[config.mk]
export PLATFORM = sky130hd
export DESIGN_NAME = iec_top
export DESIGN_NICKNAME = d
export VERILOG_FILES = /design/src/core/iec_pkg.sv /design/src/core/iec_top.sv
export VERILOG_INCLUDE_DIRS = /design/src /design/src/core
export SDC_FILE = /design/constraint.sdc
export NUM_CORES = 2
export LEC_CHECK = 0
export BUFFER_PORTS_ARGS = -buffer_cell sky130_fd_sc_hd__buf_4
export CORE_AREA = 2 2 488 490
export CTS_CLUSTER_SIZE = 10
export DETAILED_ROUTE_END_ITERATION = 7
export DIE_AREA = 0 0 490 492
export PLACE_DENSITY = 0.63
export SLEW_MARGIN = 40
export SYNTH_ARGS = -nofsm -noshare
export SYNTH_HDL_FRONTEND = slang
export SYNTH_SLANG_ARGS = --single-unit
[constraint.sdc]
create_clock -name clk -period 180.4 [get_ports clk]
set_clock_uncertainty 0.05 [all_clocks]
set_input_delay 27.06 -clock clk [delete_from_list [all_inputs] [get_ports clk]]
set_output_delay 27.06 -clock clk [all_outputs]
set_load 0.02 [all_outputs]
[src/core/iec_regs.svh]
`ifndef IEC_REGS_SVH
`define IEC_REGS_SVH

`define IEC_NODES 96
`define IEC_N_DED 84
`define IEC_ERU_BASE 84
`define IEC_SH_BASE 88
`define IEC_N_SH 8
`define IEC_PEC_CH 8
`define IEC_HWTRAPS 14
`define IEC_TRAPS 16

`define IEC_A_PCFG 8'h60
`define IEC_A_PSRC 8'h68
`define IEC_A_PDST 8'h70
`define IEC_A_SHSEL 8'h78
`define IEC_A_ETL 8'h79
`define IEC_A_OGSEL 8'h7a
`define IEC_A_OGPAT 8'h7b
`define IEC_A_OGMODE 8'h7c
`define IEC_A_TFR 8'h7d
`define IEC_A_ESR 8'h7e
`define IEC_A_STAT 8'h7f

`define IEC_NODE_W 9:0
`define IEC_P_CNT 7:0
`define IEC_P_SINC 8
`define IEC_P_DINC 9
`define IEC_P_BYTE 10
`define IEC_P_CONT 11
`define IEC_ESR_EN 2:0
`define IEC_ESR_CLS 5:3

`define IEC_OG_PASS 2'h0
`define IEC_OG_MATCH 2'h1
`define IEC_OG_MISS 2'h2

`define IEC_LAT_JC 4'h7
`define IEC_LAT_NOJC 4'hb
`define IEC_VEC_NODE 8'h10
`define IEC_STEP_B 16'h0001
`define IEC_STEP_W 16'h0002
`define IEC_RST16 16'h0000

`endif

[src/core/iec_pkg.sv]
`include "iec_regs.svh"

package iec_pkg;

    typedef struct packed {
        logic [2:0] ch;
        logic event_transfer_channel;
        logic req;
        logic en;
        logic [3:0] pri;
    } iec_node_t;

    typedef struct packed {
        logic [15:0] src;
        logic [15:0] dst;
        logic byte_mode;
        logic [2:0] ch;
    } iec_xfer_t;

    typedef enum logic [0:0] {ST_IDLE, ST_RESP} iec_state_t;

endpackage

[src/core/iec_top.sv]
// The address-and-strobe port and the register addresses are this design's own decisions.
`include "iec_regs.svh"

module iec_top (
    input wire logic clk, // 40 mhz
    input wire logic rst_n, // sync reset
    input wire logic [7:0] reg_addr, // word index
    input wire logic [15:0] reg_wdata, // write data
    input wire logic reg_wr, // write strobe
    input wire logic reg_rd, // read strobe
    output logic [15:0] reg_rdata, // valid cycle after read
    input wire logic [`IEC_N_DED-1:0] src_req, // dedicated source pulses
    input wire logic [4*`IEC_N_SH-1:0] sh_src, // 4 candidates per shared node
    input wire logic [3:0] eru_pin, // async request pins
    output logic [3:0] eru_out, // gated router events
    input wire logic [`IEC_HWTRAPS-1:0] hw_trap, // hardware trap pulses
    input wire logic [2:0] esr_pin, // async service request pins
    input wire logic swi_valid, // software trap pulse
    input wire logic [7:0] swi_num, // software trap number
    input wire logic [3:0] cpu_lvl, // current cpu level
    input wire logic jump_cache, // jump cache in use
    input wire logic trap_end, // trap service returned
    output logic cpu_suspend, // response in progress
    output logic vec_valid, // vector pulse
    output logic [7:0] vec_num, // vector number
    output logic pec_steal, // stolen cycle pulse
    output iec_pkg::iec_xfer_t pec_xfer // transfer descriptor
);
    import iec_pkg::*;

    iec_node_t node_r [`IEC_NODES];
    logic [15:0] pcfg_r [`IEC_PEC_CH];
    logic [15:0] psrc_r [`IEC_PEC_CH];
    logic [15:0] pdst_r [`IEC_PEC_CH];
    logic [15:0] shsel_r, etl_r, ogsel_r, ogpat_r, ogmode_r, tfr_r, esr_r;
    logic [15:0] trap_pend_r, rdata_r;
    logic [3:0] eru_s1_r, eru_s2_r, eru_prev_r, eru_out_r;
    logic [2:0] esr_s1_r, esr_s2_r, esr_prev_r;
    logic swi_pend_r, trap_act_r, vec_valid_r, pec_steal_r;
    logic [7:0] swi_num_r, vec_pend_r, vec_num_r;
    logic [3:0] trap_id_r, lat_r;
    iec_state_t state_r;
    iec_xfer_t xfer_r;

    logic [3:0] etl_evt, ogu_evt;
    logic [`IEC_NODES-1:0] node_evt;
    logic [`IEC_TRAPS-1:0] trap_evt;
    logic sr0_evt, sr1_evt;
    logic best_ok, trap_hit, take_trap, take_swi, take_node, take_pec, keep_req;
    logic [6:0] best_idx;
    logic [3:0] best_pri, trap_idx;
    logic [2:0] ch;
    logic [7:0] cnt_nxt;

    // two-stage synchronisers; stage two and its one-cycle-delayed copy feed logic
    always_ff @(posedge clk) begin
        if (!rst_n) begin
            eru_s1_r <= 4'h0;
            eru_s2_r <= 4'h0;
            eru_prev_r <= 4'h0;
            esr_s1_r <= 3'h0;
            esr_s2_r <= 3'h0;
            esr_prev_r <= 3'h0;
        end else begin
            eru_s1_r <= eru_pin;
            eru_s2_r <= eru_s1_r;
            eru_prev_r <= eru_s2_r;
            esr_s1_r <= esr_pin;
            esr_s2_r <= esr_s1_r;
            esr_prev_r <= esr_s2_r;
        end
    end

    // router: edge channels, then gating units
    always_comb begin
        for (int k = 0; k < 4; k++) begin
            etl_evt[k] = (etl_r[2*k] & eru_s2_r[k] & ~eru_prev_r[k])
                | (etl_r[2*k+1] & ~eru_s2_r[k] & eru_prev_r[k]);
        end
        for (int k = 0; k < 4; k++) begin
            logic comb_evt;
            logic hit;
            comb_evt = |(ogsel_r[4*k+:4] & etl_evt);
            hit = &(eru_s2_r | ~ogpat_r[4*k+:4]);
            unique case (ogmode_r[2*k+:2])
                `IEC_OG_PASS: ogu_evt[k] = comb_evt;
                `IEC_OG_MATCH: ogu_evt[k] = comb_evt & hit;
                `IEC_OG_MISS: ogu_evt[k] = comb_evt & ~hit;
                default: ogu_evt[k] = 1'b0;
            endcase
        end
    end

    always_ff @(posedge clk) begin
        if (!rst_n) begin
            eru_out_r <= 4'h0;
        end else begin
            eru_out_r <= ogu_evt;
        end
    end

    // hardware events per node
    always_comb begin
        node_evt[`IEC_N_DED-1:0] = src_req;
        node_evt[`IEC_ERU_BASE+:4] = ogu_evt;
        for (int i = 0; i < `IEC_N_SH; i++) begin
            node_evt[`IEC_SH_BASE+i] = sh_src[4*i + int'(shsel_r[2*i+:2])];
        end
    end

    // system requests and trap events
    always_comb begin
        logic [2:0] rise;
        rise = esr_s2_r & ~esr_prev_r & esr_r[`IEC_ESR_EN];
        sr0_evt = |(rise & ~esr_r[`IEC_ESR_CLS]);
        sr1_evt = |(rise & esr_r[`IEC_ESR_CLS]);
        trap_evt = {sr0_evt, sr1_evt, hw_trap};
    end

    // highest priority above cpu level, lowest index on a tie
    always_comb begin
        best_pri = cpu_lvl;
        best_ok = 1'b0;
        best_idx = 7'h00;
        for (int i = 0; i < `IEC_NODES; i++) begin
            if (node_r[i].en && node_r[i].req && node_r[i].pri > best_pri) begin
                best_pri = node_r[i].pri;
                best_idx = 7'(i);
                best_ok = 1'b1;
            end
        end
    end

    // higher trap index is higher priority
    always_comb begin
        trap_idx = 4'h0;
        for (int i = 0; i < `IEC_TRAPS; i++) begin
            if (trap_pend_r[i]) begin
                trap_idx = 4'(i);
            end
        end
        trap_hit = |trap_pend_r && (!trap_act_r || trap_idx > trap_id_r);
    end

    always_comb begin
        logic [15:0] cfg;
        ch = node_r[best_idx].ch;
        cfg = pcfg_r[ch];
        take_trap = (state_r == ST_IDLE) && trap_hit;
        take_swi = (state_r == ST_IDLE) && !trap_hit && !trap_act_r && swi_pend_r;
        // nothing below a running trap gets serviced
        take_node = (state_r == ST_IDLE) && !trap_hit && !trap_act_r && !swi_pend_r && best_ok;
        take_pec = take_node && node_r[best_idx].event_transfer_channel
            && (cfg[`IEC_P_CONT] || cfg[`IEC_P_CNT] != 8'h00);
        cnt_nxt = cfg[`IEC_P_CONT] ? cfg[`IEC_P_CNT] : cfg[`IEC_P_CNT] - 8'h01;
        // last transfer leaves the flag up so the node interrupts next
        keep_req = take_pec && !cfg[`IEC_P_CONT] && cnt_nxt == 8'h00;
    end

    // node control registers
    always_ff @(posedge clk) begin
        if (!rst_n) begin
            for (int i = 0; i < `IEC_NODES; i++) begin
                node_r[i] <= iec_node_t'(10'h000);
            end
        end else begin
            for (int i = 0; i < `IEC_NODES; i++) begin
                if (reg_wr && reg_addr == 8'(i)) begin
                    node_r[i] <= iec_node_t'(reg_wdata[`IEC_NODE_W]);
                    node_r[i].req <= reg_wdata[5] | node_evt[i];
                end else if (take_node && best_idx == 7'(i)) begin
                    node_r[i].req <= keep_req | node_evt[i];
                end else begin
                    node_r[i].req <= node_r[i].req | node_evt[i];
                end
            end
        end
    end

    // event transfer channels
    always_ff @(posedge clk) begin
        if (!rst_n) begin
            for (int c = 0; c < `IEC_PEC_CH; c++) begin
                pcfg_r[c] <= `IEC_RST16;
                psrc_r[c] <= `IEC_RST16;
                pdst_r[c] <= `IEC_RST16;
            end
        end else begin
            for (int c = 0; c < `IEC_PEC_CH; c++) begin
                logic [15:0] step;
                step = pcfg_r[c][`IEC_P_BYTE] ? `IEC_STEP_B : `IEC_STEP_W;
                if (reg_wr && reg_addr == `IEC_A_PCFG + 8'(c)) begin
                    pcfg_r[c] <= reg_wdata;
                end else if (take_pec && ch == 3'(c)) begin
                    pcfg_r[c][`IEC_P_CNT] <= cnt_nxt;
                end
                if (reg_wr && reg_addr == `IEC_A_PSRC + 8'(c)) begin
                    psrc_r[c] <= reg_wdata;
                end else if (take_pec && ch == 3'(c) && pcfg_r[c][`IEC_P_SINC]) begin
                    psrc_r[c] <= psrc_r[c] + step;
                end
                if (reg_wr && reg_addr == `IEC_A_PDST + 8'(c)) begin
                    pdst_r[c] <= reg_wdata;
                end else if (take_pec && ch == 3'(c) && pcfg_r[c][`IEC_P_DINC]) begin
                    pdst_r[c] <= pdst_r[c] + step;
                end
            end
        end
    end

    always_ff @(posedge clk) begin
        if (!rst_n) begin
            pec_steal_r <= 1'b0;
            xfer_r <= iec_xfer_t'(36'h0);
        end else begin
            pec_steal_r <= take_pec;
            if (take_pec) begin
                xfer_r <= {psrc_r[ch], pdst_r[ch], pcfg_r[ch][`IEC_P_BYTE], ch};
            end
        end
    end

    // router and shared-node configuration
    always_ff @(posedge clk) begin
        if (!rst_n) begin
            shsel_r <= `IEC_RST16;
            etl_r <= `IEC_RST16;
            ogsel_r <= `IEC_RST16;
            ogpat_r <= `IEC_RST16;
            ogmode_r <= `IEC_RST16;
            esr_r <= `IEC_RST16;
        end else if (reg_wr) begin
            unique case (reg_addr)
                `IEC_A_SHSEL: shsel_r <= reg_wdata;
                `IEC_A_ETL: etl_r <= reg_wdata;
                `IEC_A_OGSEL: ogsel_r <= reg_wdata;
                `IEC_A_OGPAT: ogpat_r <= reg_wdata;
                `IEC_A_OGMODE: ogmode_r <= reg_wdata;
                `IEC_A_ESR: esr_r <= reg_wdata;
                default: ;
            endcase
        end
    end

    // trap flags: write one clears, a new trap wins
    always_ff @(posedge clk) begin
        if (!rst_n) begin
            tfr_r <= `IEC_RST16;
            trap_pend_r <= `IEC_RST16;
            trap_act_r <= 1'b0;
            trap_id_r <= 4'h0;
        end else begin
            if (reg_wr && reg_addr == `IEC_A_TFR) begin
                tfr_r <= (tfr_r & ~reg_wdata) | trap_evt;
            end else begin
                tfr_r <= tfr_r | trap_evt;
            end
            if (take_trap) begin
                trap_pend_r <= (trap_pend_r & ~(16'h0001 << trap_idx)) | trap_evt;
                trap_act_r <= 1'b1;
                trap_id_r <= trap_idx;
            end else begin
                trap_pend_r <= trap_pend_r | trap_evt;
                if (trap_end) begin
                    trap_act_r <= 1'b0;
                end
            end
        end
    end

    // software trap held until the response engine is free
    always_ff @(posedge clk) begin
        if (!rst_n) begin
            swi_pend_r <= 1'b0;
            swi_num_r <= 8'h00;
        end else if (take_swi) begin
            swi_pend_r <= 1'b0;
        end else if (swi_valid && !swi_pend_r) begin
            swi_pend_r <= 1'b1;
            swi_num_r <= swi_num;
        end
    end

    // response engine: suspend, count latency, emit vector
    always_ff @(posedge clk) begin
        if (!rst_n) begin
            state_r <= ST_IDLE;
            lat_r <= 4'h0;
            vec_pend_r <= 8'h00;
            vec_valid_r <= 1'b0;
            vec_num_r <= 8'h00;
        end else begin
            vec_valid_r <= 1'b0;
            unique case (state_r)
                ST_IDLE: begin
                    if (take_trap || take_swi || (take_node && !take_pec)) begin
                        state_r <= ST_RESP;
                        lat_r <= (jump_cache ? `IEC_LAT_JC : `IEC_LAT_NOJC) - 4'h1;
                        if (take_trap) begin
                            vec_pend_r <= {4'h0, trap_idx};
                        end else if (take_swi) begin
                            vec_pend_r <= swi_num_r;
                        end else begin
                            vec_pend_r <= `IEC_VEC_NODE + {1'b0, best_idx};
                        end
                    end
                end
                ST_RESP: begin
                    if (lat_r == 4'h0) begin
                        state_r <= ST_IDLE;
                        vec_valid_r <= 1'b1;
                        vec_num_r <= vec_pend_r;
                    end else begin
                        lat_r <= lat_r - 4'h1;
                    end
                end
            endcase
        end
    end

    // read port; data stands only in the cycle after the strobe
    always_ff @(posedge clk) begin
        if (!rst_n) begin
            rdata_r <= `IEC_RST16;
        end else if (!reg_rd) begin
            rdata_r <= `IEC_RST16;
        end else if (reg_addr < `IEC_A_PCFG) begin
            rdata_r <= {6'h00, node_r[reg_addr[6:0]]};
        end else if (reg_addr < `IEC_A_PSRC) begin
            rdata_r <= pcfg_r[reg_addr[2:0]];
        end else if (reg_addr < `IEC_A_PDST) begin
            rdata_r <= psrc_r[reg_addr[2:0]];
        end else if (reg_addr < `IEC_A_SHSEL) begin
            rdata_r <= pdst_r[reg_addr[2:0]];
        end else begin
            unique case (reg_addr)
                `IEC_A_SHSEL: rdata_r <= shsel_r;
                `IEC_A_ETL: rdata_r <= etl_r;
                `IEC_A_OGSEL: rdata_r <= ogsel_r;
                `IEC_A_OGPAT: rdata_r <= ogpat_r;
                `IEC_A_OGMODE: rdata_r <= ogmode_r;
                `IEC_A_TFR: rdata_r <= tfr_r;
                `IEC_A_ESR: rdata_r <= esr_r;
                `IEC_A_STAT: rdata_r <= {trap_act_r, state_r == ST_RESP, swi_pend_r, 9'h000, trap_id_r};
                default: rdata_r <= `IEC_RST16;
            endcase
        end
    end

    assign reg_rdata = rdata_r;
    assign eru_out = eru_out_r;
    assign cpu_suspend = (state_r == ST_RESP);
    assign vec_valid = vec_valid_r;
    assign vec_num = vec_num_r;
    assign pec_steal = pec_steal_r;
    assign pec_xfer = xfer_r;

endmodule

# == Word-level counts from Yosys, hierarchy flattened ==
# Memory sizes are Yosys's and may differ from the RTL's. A register that Yosys moved wholly into a read port is not among the register bits.
# Index checks and enable logic that the tools add are counted.
# classes
add_sub_neg,27
n_mul,0
n_div,0
n_lt_le_gt_ge,109
eq_ne,239
n_shift,1
n_mux,2013
bitwise,790
n_reduce_logical,493
# ops
op,n
$mux W1,1631
$mux W10,97
$or A1 B1 Y1,724
$mux W16,45
$mux W7,94
$eq A8 B7 Y1 const B,64
$mux W4,112
$logic_and A1 B1 Y1,446
$gt A4 B4 Y1,97
$add A16 B2 Y16,16
$eq A8 B6 Y1 const B,32
$eq A7 B6 Y1 const B,32
$eq A7 B7 Y1 const B,32
$eq A8 B5 Y1 const B,16
$pmux W16 S8,1
$eq A7 B5 Y1 const B,16
$mux W8,11
$eq A8 B4 Y1 const B,8
$or A16 B16 Y16,4
$eq A7 B4 Y1 const B,8
$bmux W1 S5,7
$and A16 B16 Y16,2
$eq A8 B3 Y1 const B,4
$lt A8 B7 Y1 const B,4
other kinds (51),169
# word_totals
register_bits,210
latch_bits,0
ramBits,1344
rom_bits,0
input_bits,180
word_cells,3705
mem_count,4
# memory_table
name,words,word_bits,rd,rd_ports_with_merged_regs,write_ports,line,rtl
node_r,96,10,98,0,96,iec_top.sv:31,iec_node_t node_r [`IEC_NODES];
pcfg_r,8,16,10,0,8,iec_top.sv:32,logic [15:0] pcfg_r [`IEC_PEC_CH];
pdst_r,8,16,10,1,8,iec_top.sv:34,logic [15:0] pdst_r [`IEC_PEC_CH];
psrc_r,8,16,10,1,8,iec_top.sv:33,logic [15:0] psrc_r [`IEC_PEC_CH];

# == Depth between registers and ports, before layout ==
# An unclocked memory read counts as a cell.
# logic_depth
word_depth,301
mapped_depth,862
mapped_depth_nobuf,826

# == Worst setup path before layout ==
# OpenSTA, ideal clock, no wires.
# synth_path
path_kind,input to register
startpoint,input cpu_lvl[1]
endpoint,memory node_r[47][5] in the netlist's numbering (data pin)
setup_time_ns,0.168
t_arrival_ns,172.440
required_ns,180.182
slack_ns,7.742
cell_stages,764
path_buffers,33
cell_sequence,inv_1 > ha_1 > nor2b_1 > o211a_1 > o21ba_1 > buf_6 > mux2_2 > ha_1 > inv_4 > a21o_2 > or2_0 > a41o_1 > o2111ai_1 > buf_6 > mux2_2 > ha_1 > nand3_1 > or2_2 > (+728 left out) > buf_6 > a211oi_1 > nor4_1 > a31oi_1 > o31ai_1 > and2_4 > buf_6 > mux2_2 > a222oi_1 > ha_1 > nand2_2 > xnor2_1 > or4b_4 > nor4_4 > buf_12 > buf_12 > mux2i_1 > a221oi_2
# synth_rtl
item,line,rtl
from (decl),iec_top.sv:20,"input wire logic [3:0] cpu_lvl,"
to (decl),iec_top.sv:31,

==> impl_metrics.env <==
export IMPL_synth_area_leaders="edfxtp_1, mux4_2, nand2_1"
export IMPL_worstRegToRegCells=745
export IMPL_vias=101000
export IMPL_hp_start="eru_s1_r[1]"
export IMPL_r2r_end="node_r[30][5]"
export IMPL_root_buffer="clkbuf_16"
export IMPL_period_needed_ns=173.98
export IMPL_worstMarginPinSlew_ns=1.02
export IMPL_cts_buffer_depth=3
export IMPL_antenna_found_initial=52
export IMPL_drive_above_1_share_pct=23.0
export IMPL_rows=179
export IMPL_avgViaCountPerCell=6.81
export IMPL_drcViolationCount=0
export IMPL_crit_top_cell="ha_1"
export IMPL_status="completed"
export IMPL_final_hold_viol_count=0
export IMPL_gr_total_overflow=0
export IMPL_dp_hpwl_mm=338
export IMPL_synth_seq_cells=1586
export IMPL_routabilityCongestion=1.01
export IMPL_max_stage_delay_ns=0.58
export IMPL_r2r_setup_slack_ns=32.27
export IMPL_dpl_cell_area_mm2=0.118
export IMPL_met3_length_mm=57.3
export IMPL_nets=12000
export IMPL_cts_buffers=186
export IMPL_crit_path_start_kind="input pin"
export IMPL_wl_met2_mm=209
export IMPL_first_pass_iters=7
export IMPL_drt_iter0_markers=14500
export IMPL_ant_nets=0
export IMPL_whs_ns=0.383
export IMPL_fillers=20700
export IMPL_slew_viol_final=0
export IMPL_grt_usage_pct=37.8
export IMPL_cts_htree_levels=4
export IMPL_synth_top_cell_area_share_pct=35.8
export IMPL_hold_end="eru_s2_r[1]"
export IMPL_io_pins=247
export IMPL_core_area_mm2=0.236
export IMPL_tritoncts="built"
export IMPL_wl_met1_mm=176
export IMPL_yosys_most_used_dff="edfxtp_1"
export IMPL_holdPathStages=1
export IMPL_initial_core_util_pct=47.7
export IMPL_cp_startpoint="cpu_lvl[1]"
export IMPL_maxCapViolCount=0
export IMPL_dieWidth_um=490
export IMPL_synth_warning_count=0
export IMPL_synth_area_leader_cell="edfxtp_1"
export IMPL_stdcell_area_mm2=0.128
export IMPL_synth_cells=11100
export IMPL_slowest_stage="or4_4"
export IMPL_synthesis_area_mm2=0.113
export IMPL_worstPathArrival_ns=174.60
export IMPL_post_route_period_util_pct=96.4
export IMPL_top_layer="met5"
export IMPL_setup_viol=0
export IMPL_crit_required_ns=181.02
export IMPL_endpoint_kind="register"
export IMPL_first_global_vias=94400
export IMPL_critPathKind="in2reg"
export IMPL_yosysSeqAreaShare_pct=40.1
export IMPL_r2r_start="node_r[0][1]"
export IMPL_die_h_um=492
export IMPL_grt_max_degree=100
export IMPL_cts_sinks=1586
export IMPL_async_flop_share_pct=0
export IMPL_io_buffers=246
export IMPL_clock_latency_ns=0.88
export IMPL_critPathMaxFanout=26
export IMPL_area_growth_pct=13.1
export IMPL_ys_types=206
export IMPL_cts_clk_slew_worst_paths_ns=0.06
export IMPL_hold_class="reg2reg"
export IMPL_relSlewSlack_pct=30.5
export IMPL_grt_first_pass_wirelength_mm=673
export IMPL_dieArea_mm2=0.241
export IMPL_max_freq_mhz=5.75
export IMPL_syn_avg_cell_area_um2=10.2
export IMPL_synth_edf_count=1344
export IMPL_avgRoutedWirePerCell_um=32.2
export IMPL_wl_mm=477
-- worst max-delay path: cells and delay by family --
family	cells	cell delay [ns]
buf+inv	69	8.74
xor+xnor	1	0.21
compound gates	381	72.57
mux	86	22.62
fa+ha+maj	127	35.54
simple gates	282	46.56
-- worst max path at each step --
stage / slack (ns) / cells past startpoint / end
final: 6.42 / 946 / node_r[30][5]
after CTS: 0.001 / 945 / node_r[39][5]
after detailed placement: -4.96 / 961 / pdst_r[3][6]
after global placement: -0.86 / 731 / node_r[63][5]
after global routing: -1.21 / 940 / node_r[62][5]
after floorplan: 7.74 / 1190 / node_r[47][5]
-- cell families after synthesis --
kind of cell	Yosys count	share of synthesized area, %
simple gates	4231	18.2
flops	1586	40.1
xor+xnor	340	2.69
mux	979	13.8
buf+inv	1174	5.77
compound gates	2469	16.0
fa+ha+maj	303	3.42
other cells	1	0.00332
-- cells in the final DEF, fill, tap and decap left out, types with 234 or more instances in the layout --
cell type / count
ha_1: 234
buf_4: 821
edfxtp_1: 1344
mux4_2: 412
nor2_1: 941
and3_1: 381
o21ai_0: 299
mux2i_1: 404
nand3_1: 363
inv_1: 443
dfxtp_1: 242
nand2_1: 1489
a21oi_1: 543
-- cell type report --
cell class                      count  area [µm²]  area share (%)
Tap cell                         3167        3960            3.11
Antenna cell                       44         110          0.0863
Multi-Input combinational cell   8421       64100            50.2
Clock buffer                      247        4980            3.91
Inverter                          460        1760            1.38
Timing Repair Buffer              878        7140            5.60
Clock inverter                     37         389           0.305
Sequential cell                  1586       45200            35.4
-- registers in the layout, indices dropped and copies added, names as in the netlist, 8 cells and up --
name / count
ogpat_r: 16
trap_pend_r: 16
esr_r: 16
psrc_r: 128
pcfg_r: 128
ogmode_r: 16
shsel_r: 16
ogsel_r: 16
swi_num_r: 8
vec_pend_r: 8
tfr_r: 16
vec_num: 8
reg_rdata: 16
pdst_r: 128
node_r: 960
etl_r: 16
pec_xfer: 36
-- timing repair --
item | CTS | global route
hold buffers | 0 | 0
setup buffers | 48 | 193
resized for setup | 83 | 408
pin swaps | 20 | 183
gates cloned | 4 | 2
setup endpoints to repair | 786 | 786
-- per-stage QoR --
stage	cells	setup WS [ns]	TNS [ns]	util, %
floorplan	11200	7.74	0	-
global placement	14300	-0.864	-373.16	49.7
detailed placement	14300	-4.96	-3552.86	49.8
CTS	14600	0.00118	0	52.5
global route	14800	-1.21	-667.66	54.0
finish	14800	6.42	0	54.0
-- cell usage after synthesis, types with 88 or more instances --
library cell / instances
nand2_1: 1534
edfxtp_1: 1344
nor2_1: 983
a21oi_1: 577
inv_1: 456
mux2i_1: 423
o21ai_0: 418
mux4_2: 412
clkbuf_1: 403
and3_1: 386
nand3_1: 376
ha_1: 265
dfxtp_1: 242
xnor2_1: 207
nor3_1: 129
xor2_1: 126
and2_1: 119
o21ai_1: 118
nand4_1: 107
a31oi_1: 96
o22ai_1: 88
-- routing by layer --
layer | track usage [%] | vias to the layer above
li1 | - | 42500
met1 | 48.6 | 49900
met2 | 57.1 | 7112
met3 | 9.76 | 1558
met4 | 23.2 | 32
met5 | 0 | -
Power is left out: the tool's default activity adds up to more than one toggle a clock period on the data nets, which glitch-free logic cannot reach.
